$ cat src/tmr_pkg.sv
// constants, field layouts and carrier types of the 10-bit capture/compare timer
// assumes a single 250 MHz pclk domain and an APB master with 8-bit byte addresses

package tmr_pkg;

	// ****************************************
	// widths and reset values
	// ****************************************
	localparam int          CNT_W    = 10;
	localparam logic [9:0]  CNT_RST  = 10'h000;
	localparam logic [9:0]  CMPA_RST = 10'h000;
	localparam logic [2:0]  CMPP_RST = 3'h0;
	localparam logic [7:0]  CTRL_RST = 8'h00;

	// ****************************************
	// register byte offsets
	// ****************************************
	localparam logic [7:0]  OFS_RUN    = 8'h00;
	localparam logic [7:0]  OFS_CTRL   = 8'h04;
	localparam logic [7:0]  OFS_CMPA   = 8'h08;
	localparam logic [7:0]  OFS_CMPP   = 8'h0C;
	localparam logic [7:0]  OFS_CNT_LO = 8'h10;
	localparam logic [7:0]  OFS_CNT_HI = 8'h14;
	localparam logic [7:0]  OFS_IRQ    = 8'h18;

	// match flag / enable bit positions in timer_match_irq_ctrl
	localparam int          IRQ_FA_BIT = 5;
	localparam int          IRQ_FP_BIT = 4;
	localparam int          IRQ_EA_BIT = 1;
	localparam int          IRQ_EP_BIT = 0;

	// ****************************************
	// mode and pin-action codes
	// ****************************************
	localparam logic [1:0]  MODE_CMP = 2'h0;
	localparam logic [1:0]  MODE_CAP = 2'h1;
	localparam logic [1:0]  MODE_PWM = 2'h2;
	localparam logic [1:0]  MODE_TMR = 2'h3;
	localparam logic [1:0]  PA_PULSE = 2'h3;
	localparam logic [1:0]  CAP_RISE = 2'h0;
	localparam logic [1:0]  CAP_FALL = 2'h1;
	localparam logic [1:0]  CAP_BOTH = 2'h2;
	localparam logic [1:0]  PA_LOW   = 2'h0;
	localparam logic [1:0]  PA_HIGH  = 2'h1;
	localparam logic [1:0]  PA_TOGL  = 2'h3;

	// ****************************************
	// carrier types
	// ****************************************
	// timer_ctrl_one layout, bit 7 down to bit 0
	typedef struct packed {
		logic [1:0] mode_sel;
		logic [1:0] pin_action;
		logic       output_init_level;
		logic       output_invert;
		logic       period_duty_swap;
		logic       clear_source_sel;
	} ctrl_type;

	typedef struct packed {
		logic        psel;
		logic        penable;
		logic        pwrite;
		logic [7:0]  paddr;
		logic [31:0] pwdata;
	} apb_req_type;

	typedef struct packed {
		logic rise;
		logic fall;
	} edge_type;

endpackage : tmr_pkg

$ cat src/pin_edge.sv
// two-flop synchroniser and edge detector for one timer input pin
// assumes the pin may change at any time relative to pclk

`timescale 1ns/10ps

module pin_edge (
	input  wire logic              pclk,    // timer clock
	input  wire logic              presetn, // async reset, active low
	input  wire logic              pin,     // raw pin level
	output tmr_pkg::edge_type      edges    // one-cycle edge pulses
);
	import tmr_pkg::*;

	typedef struct packed {
		logic     meta;
		logic     sync;
		logic     prev;
		edge_type edges;
	} sync_type;

	sync_type s_q;
	sync_type s_d;

	// ****************************************
	// sampling and edge compare
	// ****************************************
	// meta is read only by sync
	always_comb begin
		s_d             = s_q;
		s_d.meta        = pin;
		s_d.sync        = s_q.meta;
		s_d.prev        = s_q.sync;
		s_d.edges.rise  = s_q.sync & ~s_q.prev;
		s_d.edges.fall  = ~s_q.sync & s_q.prev;
	end

	// state register
	always_ff @(posedge pclk or negedge presetn) begin
		if (!presetn) begin
			s_q <= '0;
		end else begin
			s_q <= s_d;
		end
	end

	assign edges = s_q.edges;

endmodule : pin_edge

$ cat src/tmr_capture_compare.sv
// 10-bit timer with comparators a and p: compare, pwm, single pulse, capture
// assumes an APB master on pclk; pins are synchronised inside

`timescale 1ns/10ps

module tmr_capture_compare (
	input  wire logic              pclk,              // 250 MHz clock
	input  wire logic              presetn,           // async reset, active low
	input  tmr_pkg::apb_req_type   apb,               // apb request group
	output logic [31:0]            prdata,            // apb read data
	output logic                   pready,            // apb ready
	output logic                   pslverr,           // unmapped address
	input  wire logic              ext_trigger_pin,   // single pulse trigger
	input  wire logic              capture_input_pin, // capture source
	output logic                   timer_out,         // timer output pin
	output logic                   match_irq          // enabled flag request
);
	import tmr_pkg::*;

	typedef struct packed {
		logic [9:0]  cnt;
		logic [9:0]  cmpa;
		logic [2:0]  cmpp;
		ctrl_type    ctrl;
		logic        run;
		logic        run_prev;
		logic        fa;
		logic        fp;
		logic        ea;
		logic        ep;
		logic        out_lvl;
		logic        tout;
		logic        irq;
		logic [31:0] rdata;
		logic        ready;
		logic        err;
	} state_type;

	state_type   s_q;
	state_type   s_d;
	ctrl_type    nctrl;
	edge_type    trg_e;
	edge_type    cap_e;
	logic        setup;
	logic        wr;
	logic        pulse;
	logic [1:0]  mode;
	logic        run_rise;
	logic        running;
	logic [10:0] duty_lim;
	logic [9:0]  p_lim;
	logic        a_hit;
	logic        p_hit;
	logic        cap_hit;
	logic        duty;

	// single pulse decode, shared by logic and checks
	function automatic logic is_pulse(input ctrl_type c);
		return (c.mode_sel == MODE_PWM) && (c.pin_action == PA_PULSE);
	endfunction : is_pulse

	// ****************************************
	// pin synchronisers
	// ****************************************
	pin_edge u_trg (
		.pclk    (pclk),
		.presetn (presetn),
		.pin     (ext_trigger_pin),
		.edges   (trg_e)
	);

	pin_edge u_cap (
		.pclk    (pclk),
		.presetn (presetn),
		.pin     (capture_input_pin),
		.edges   (cap_e)
	);

	// ****************************************
	// decodes
	// ****************************************
	// apb phases and timer events
	assign setup    = apb.psel & ~apb.penable;
	assign wr       = apb.psel & apb.penable & s_q.ready & apb.pwrite;
	assign pulse    = is_pulse(s_q.ctrl);
	assign mode     = s_q.ctrl.mode_sel;
	assign run_rise = s_q.run & ~s_q.run_prev;
	assign running  = s_q.run & ~run_rise;
	assign duty_lim = {~|s_q.cmpp, s_q.cmpp, 7'h00};  // zero means 1024
	assign p_lim    = 10'(duty_lim - 11'h001);
	assign a_hit    = running && (s_q.cnt == s_q.cmpa);
	assign p_hit    = running && (s_q.cnt == p_lim);
	// selected capture edge, none for 11
	assign cap_hit  = (s_q.ctrl.pin_action == CAP_RISE) ? cap_e.rise :
	                  (s_q.ctrl.pin_action == CAP_FALL) ? cap_e.fall :
	                  (s_q.ctrl.pin_action == CAP_BOTH) ? (cap_e.rise | cap_e.fall) :
	                  1'b0;
	assign duty     = s_q.ctrl.period_duty_swap ? ({1'b0, s_q.cnt} < duty_lim) :
	                  (s_q.cnt < s_q.cmpa);

	// ****************************************
	// next state
	// ****************************************
	// bus writes first, so timer sets and captures win
	always_comb begin
		s_d          = s_q;
		nctrl        = ctrl_type'(apb.pwdata[7:0]);
		s_d.run_prev = s_q.run;
		s_d.ready    = setup;
		s_d.rdata    = 32'h0000_0000;
		s_d.err      = 1'b0;
		if (wr) begin
			case (apb.paddr)
				OFS_RUN:  s_d.run = apb.pwdata[0];
				OFS_CTRL: begin
					// locked pin action while in single pulse
					if (pulse && (nctrl.mode_sel == MODE_PWM)) begin
						nctrl.pin_action = PA_PULSE;
					end
					s_d.ctrl = nctrl;
				end
				OFS_CMPA: s_d.cmpa = apb.pwdata[9:0];
				OFS_CMPP: s_d.cmpp = apb.pwdata[2:0];
				OFS_IRQ:  begin
					s_d.fa = s_q.fa & apb.pwdata[IRQ_FA_BIT];
					s_d.fp = s_q.fp & apb.pwdata[IRQ_FP_BIT];
					s_d.ea = apb.pwdata[IRQ_EA_BIT];
					s_d.ep = apb.pwdata[IRQ_EP_BIT];
				end
				default: ;
			endcase
		end
		// counter engine
		if (run_rise) begin
			s_d.cnt     = CNT_RST;
			s_d.out_lvl = pulse | s_q.ctrl.output_init_level;
		end else if (!s_q.run && pulse) begin
			s_d.out_lvl = 1'b0;
		end else if (running) begin
			s_d.cnt = s_q.cnt + 10'h001;
			case (mode)
				MODE_CAP: begin
					if (p_hit) begin
						s_d.cnt = CNT_RST;
						s_d.fp  = 1'b1;
					end
					if (cap_hit) begin
						s_d.cmpa = s_q.cnt;
						s_d.fa   = 1'b1;
					end
				end
				MODE_PWM: begin
					if (pulse) begin
						// p, clear source and swap take no part here
						if (a_hit) begin
							s_d.cnt     = s_q.cnt;
							s_d.run     = 1'b0;
							s_d.out_lvl = 1'b0;
							s_d.fa      = 1'b1;
						end
					end else begin
						// period from swap bit only
						if (s_q.ctrl.period_duty_swap ? a_hit : p_hit) begin
							s_d.cnt = CNT_RST;
						end
						if (a_hit) begin
							s_d.fa = 1'b1;
						end
						if (p_hit) begin
							s_d.fp = 1'b1;
						end
						case (s_q.ctrl.pin_action)
							PA_LOW:  s_d.out_lvl = 1'b0;
							PA_HIGH: s_d.out_lvl = 1'b1;
							default: s_d.out_lvl = duty ? s_q.ctrl.output_init_level :
							                              ~s_q.ctrl.output_init_level;
						endcase
					end
				end
				default: begin
					// compare and plain timer modes
					if (s_q.ctrl.clear_source_sel ? a_hit : p_hit) begin
						s_d.cnt = CNT_RST;
					end
					if (p_hit && !s_q.ctrl.clear_source_sel) begin
						s_d.fp = 1'b1;
					end
					if (a_hit && (s_q.cmpa != CMPA_RST)) begin
						s_d.fa = 1'b1;
						case (s_q.ctrl.pin_action)
							2'h1:    s_d.out_lvl = 1'b0;
							2'h2:    s_d.out_lvl = 1'b1;
							PA_TOGL: s_d.out_lvl = ~s_q.out_lvl;
							default: ;
						endcase
					end
				end
			endcase
		end
		// trigger pin raises run in single pulse
		if (pulse && trg_e.rise && !s_q.run) begin
			s_d.run = 1'b1;
		end
		// no output in capture or plain timer mode
		if ((s_d.ctrl.mode_sel == MODE_CAP) || (s_d.ctrl.mode_sel == MODE_TMR)) begin
			s_d.tout = 1'b0;
		end else begin
			s_d.tout = s_d.out_lvl ^ s_d.ctrl.output_invert;
		end
		s_d.irq = (s_d.fa & s_d.ea) | (s_d.fp & s_d.ep);
		// read data sampled in the setup cycle
		if (setup) begin
			case (apb.paddr)
				OFS_RUN:    s_d.rdata = {31'h0000_0000, s_q.run};
				OFS_CTRL:   s_d.rdata = {24'h00_0000, s_q.ctrl};
				OFS_CMPA:   s_d.rdata = {22'h00_0000, s_q.cmpa};
				OFS_CMPP:   s_d.rdata = {29'h0000_0000, s_q.cmpp};
				OFS_CNT_LO: s_d.rdata = {24'h00_0000, s_q.cnt[7:0]};
				OFS_CNT_HI: s_d.rdata = {30'h0000_0000, s_q.cnt[9:8]};
				OFS_IRQ:    s_d.rdata = {26'h000_0000, s_q.fa, s_q.fp, 2'h0, s_q.ea, s_q.ep};
				default:    s_d.err   = 1'b1;
			endcase
		end
	end

	// state register
	always_ff @(posedge pclk or negedge presetn) begin
		if (!presetn) begin
			s_q      <= '0;
			s_q.ctrl <= ctrl_type'(CTRL_RST);
			s_q.cnt  <= CNT_RST;
			s_q.cmpa <= CMPA_RST;
			s_q.cmpp <= CMPP_RST;
		end else begin
			s_q <= s_d;
		end
	end

	assign prdata    = s_q.rdata;
	assign pready    = s_q.ready;
	assign pslverr   = s_q.err;
	assign timer_out = s_q.tout;
	assign match_irq = s_q.irq;
endmodule : tmr_capture_compare

$ cat config.mk
export PLATFORM = sky130hd
export DESIGN_NAME = tmr_capture_compare
export DESIGN_NICKNAME = d
export VERILOG_FILES = /design/src/tmr_pkg.sv /design/src/pin_edge.sv /design/src/tmr_capture_compare.sv
export SDC_FILE = /design/constraint.sdc
export NUM_CORES = 1
export LEC_CHECK = 0
export BUFFER_PORTS_ARGS = -buffer_cell sky130_fd_sc_hd__buf_2
export CAP_MARGIN = 20
export CORE_MARGIN = 2
export CORE_UTILIZATION = 49
export CTS_CLUSTER_SIZE = 20
export DETAILED_ROUTE_END_ITERATION = 10
export GPL_ROUTABILITY_DRIVEN = 0
export PLACE_DENSITY = 0.73
export SLEW_MARGIN = 20
export SYNTH_ARGS = -nofsm -noshare
export SYNTH_HDL_FRONTEND = slang
export SYNTH_SLANG_ARGS = --single-unit
$ cat constraint.sdc
create_clock -name pclk -period 2.8 [get_ports pclk]
set_input_delay 0.84 -clock pclk [delete_from_list [all_inputs] [get_ports pclk]]
set_output_delay 0.84 -clock pclk [all_outputs]
set_load 0.01 [all_outputs]
==> results by stage <==
Synthesis:
- Yosys attributes the largest share of cell area to dfrtp_1, buf_4, ha_1.
- Counting flops with a built-in enable in the synthesized netlist gives 0.
- The synthesized area is between 3000 and 4000 sq um.
- The share of synthesized area in the top cell type comes to 0.401.
- Synthesis inferred a little over 60 register bits.
- The most area-hungry cell type in the Yosys netlist is dfrtp_1.
- For this run, asynchronously set or reset flops after synthesis account for 1.00.
- For this run, the register share of the synthesized area comes to 0.401.
- Synthesis produced a netlist whose cell count is approximately 400.
- The number of distinct standard cells referenced by the synthesized netlist is 64.
- The most used flip-flop cell after synthesis is dfrtp_1.
- The most common cell in the synthesized netlist is dfrtp_1.
- By count the netlist is led by dfrtp_1, buf_4, nor2_1.
- Averaged over all synthesized cells, the footprint is 9.56 sq um.
- For this run, the number of Yosys warnings is 0.

Final layout:
- The area added between synthesis and finish is 9.44%.
- In the final layout, the share of cells above drive strength 1 is 0.221.
- The final instance area is 4160 sq um.
- The finished layout holds around 540 standard cells, fillers aside.
- The antenna cell count is 0.
- For this run, the post-layout net count is 496.

Detailed routing:
- The initial detailed-routing violation count is 258.
- The DRC violation count after routing is 0.
- The first detailed-routing pass took 5 iterations.
- The number of vias after detailed routing is 3059.
- The number of vias per cell is between 5 and 6.
- After detailed routing, the average wire length per cell comes to 16.7 um.
- The number of antenna-violating nets in the routed design is 0.
- For this block, the routed nets add up to 8980 um of wire.

Timing:
- The final worst-path cycle share is 0.913.
- The final critical-path required period is around 2.6 ns.
- For the pin with the worst max-slew slack, the measured transition is 0.546 ns.
- Timing would allow up to 0.391 GHz.
- The final-report max-slew violation count is 0.
- The worst pin sits at a relative slew slack of 0.636.
- The final-report setup violation count is 0.
- The total count of hold-check failures in the final report is 0.
- The setup TNS is 0 ns.
- Setup repair after global routing left no endpoint under its margin.
- Between clock sinks in the finished design, the worst skew comes to 0.00937 ns.

Clock network:
- The level count of the clock H-tree is 3.
- Post-CTS timing repair inserted 0 buffers for setup.
- The number of buffers inserted by hold repair at cts is 0.
- The longest clock path from root to sink contains 2 buffers.
- The CTS tree is yes.
- In this run, CTS created clock tree buffers numbering 9.
- The clock transition at the register clock pins on the worst setup and hold paths after CTS is approximately 0.070 ns.
- Post-CTS repair changed the size of 0 cells.
- The clock sink count is 61.
- The clock root buffer master is clkbuf_8.
- The latest clock arrival within the worst-skew pair is about 0.35 ns.

Power and ir drop:
- The worst-case IR drop observed on VDD is 0.000258 V.
- In this run the static leakage power is 2.06 nW.
- In this run the power density over the cells is 537 nW/um^2.
- The design draws about 2.2 mW.

Floorplanning:
- The vertical die dimension is 92.1 um.
- The placeable core area is roughly 7600 sq um.
- The x dimension of the die is 92.1 um.
- The initial core utilization is 0.500.
- The die covers 8490 sq um.
- In this run the count of I/O pins placed on the die edge is 83.
- The number of placement rows is 32.

Global routing:
- The total global-route track usage is 0.223.
- The first global-routing pass estimated 14400 um of wire.
- The maximum number of pins on one net before global-route repair is 40.
- The initial antenna violation count is 0.
- The via count of the first global-routing pass is 2844.
- The total overflow left after global routing is 0.

Setup path:
- The highest cell delay on the worst timing path is 0.42 ns.
- Of all nets on the critical path, the largest fanout is 7.
- The sum of buffers and inverters on the critical path is 1.
- The required time reported for the critical path endpoint is 3.03 ns.
- The signal arrival time at the worst endpoint is 2.79 ns.
- The worst setup path is captured at a register.
- Walking the worst path, the cells encountered are inv_1 -> ha_1 -> ha_1 -> xnor2_1 -> nor4_2 -> a31oi_1 -> o21ai_2 -> a221oi_2 -> a21o_1 -> a22o_1.
- In this design, the critical path's most frequently occurring cell is ha_1.
- On the critical path the largest part of the delay comes from compound AO/OA/AOI/OAI gates.
- The critical path start-end classification is reg2reg.
- Setup slack on the worst reg-to-reg path comes out at roughly 0.24 ns.
- The slowest stage of the critical path belongs to the cell dfrtp_1.
- The startpoint type of the worst setup path is a register.

Place:
- Buffers placed on the I/O ports in this run total 38.
- The standard cell area after detailed placement is roughly 4000 sq um.
- The half-perimeter wire length after detailed placement is 6810 um.
- Including well taps, the total number of placed cells is between 500 and 600.

Job:
- The total of max-cap violations is 0.

Status:
- The run finished with clean final reports.

Min path:
- The worst min-delay path class is reg2reg.
-- layer usage --
metal	wire [um]	vias up	GRT usage
li1	-	1428	-
met1	3830	1476	0.290
met4	446	0	0.131
met2	4140	125	0.345
met3	566	30	0.0435
met5	0	-	0
-- worst reg2reg max path, cell delays in order, from the launching register on --
cell,delay (ns)
dfrtp_1,0.42
inv_1,0.06
ha_1,0.19
ha_1,0.29
xnor2_1,0.14
nor4_2,0.36
a31oi_1,0.16
o21ai_2,0.24
a221oi_2,0.15
a21o_1,0.20
a22o_1,0.22
-- power breakdown --
part | switching [mW] | leakage [nW] | total, mW | internal (mW)
registers | 0.0694 | 0.749 | 1.02 | 0.952
logic | 0.283 | 1.22 | 0.469 | 0.186
clock network | 0.344 | 0.0919 | 0.745 | 0.401
-- metrics by stage --
step           hold slack, ns  utilization  worst slack, ns
6_report                0.356        0.547            0.243
5_1_grt                 0.371        0.547           0.0618
4_1_cts                 0.351        0.547            0.243
3_5_place_dp            0.336        0.524            0.269
3_3_place_gp            0.332        0.524            0.298
2_1_floorplan           0.331            -            0.533
-- worst paths after layout --
check | start | to | depth (start not counted)
max in group asynchronous | presetn | s_q[65]$_DFFE_PN0P_ | 2
min in group asynchronous | presetn | mode[1]$_DFF_PN0_ | 1
setup / recovery | duty_lim[7]$_DFFE_PN0P_ | s_q[73]$_DFFE_PN0P_ | 10
setup reg to reg | duty_lim[7]$_DFFE_PN0P_ | s_q[73]$_DFFE_PN0P_ | 10
hold reg to reg | u_cap.s_d[3]$_DFF_PN0_ | u_cap.s_d[2]$_DFF_PN0_ | 0
hold / removal | u_cap.s_d[3]$_DFF_PN0_ | u_cap.s_d[2]$_DFF_PN0_ | 0
-- area by class of cell --
class,instances,area (sq um)
Multi-Input combinational cell,282,1940
Tap cell,102,128
Fill cell,684,3440
Sequential cell,61,1530
Timing Repair Buffer,50,293
Inverter,27,101
Clock buffer,10,128
Clock inverter,5,52.6
-- registers in the layout, indices dropped and copies added (netlist names), 2 cells and up --
| signal | cells |
|---|---|
| duty_lim | 3 |
| s_q | 32 |
| mode | 2 |
| prdata | 10 |
| u_trg.s_d | 2 |
| u_cap.edges | 2 |
| u_cap.s_d | 2 |
-- placed cells by master, fill, tap and decap left out, types with 12 or more instances in the layout --
| cell type | n |
|---|---|
| dfrtp_1 | 61 |
| buf_2 | 38 |
| nor2_1 | 29 |
| inv_1 | 27 |
| a21oi_1 | 26 |
| nand2_1 | 26 |
| conb_1 | 22 |
| ha_1 | 18 |
| o21ai_0 | 17 |
| mux2i_1 | 17 |
| nand3_1 | 12 |
| mux2_2 | 12 |
-- logic make-up (layout without fill, tap and decap cells) --
| family | Yosys count | in the layout | synth area share |
|---|---|---|---|
| AND/OR/NAND/NOR | 115 | 115 | 0.165 |
| AO/OA/AOI/OAI | 93 | 93 | 0.171 |
| buffers and inverters | 76 | 92 | 0.111 |
| flip-flops | 61 | 61 | 0.401 |
| multiplexers | 29 | 29 | 0.0802 |
| adder cells (fa/ha/maj) | 18 | 18 | 0.0592 |
| XOR/XNOR | 5 | 5 | 0.0115 |
| other | 1 | 22 | 0.000986 |
(Power assumes the default switching activity.)
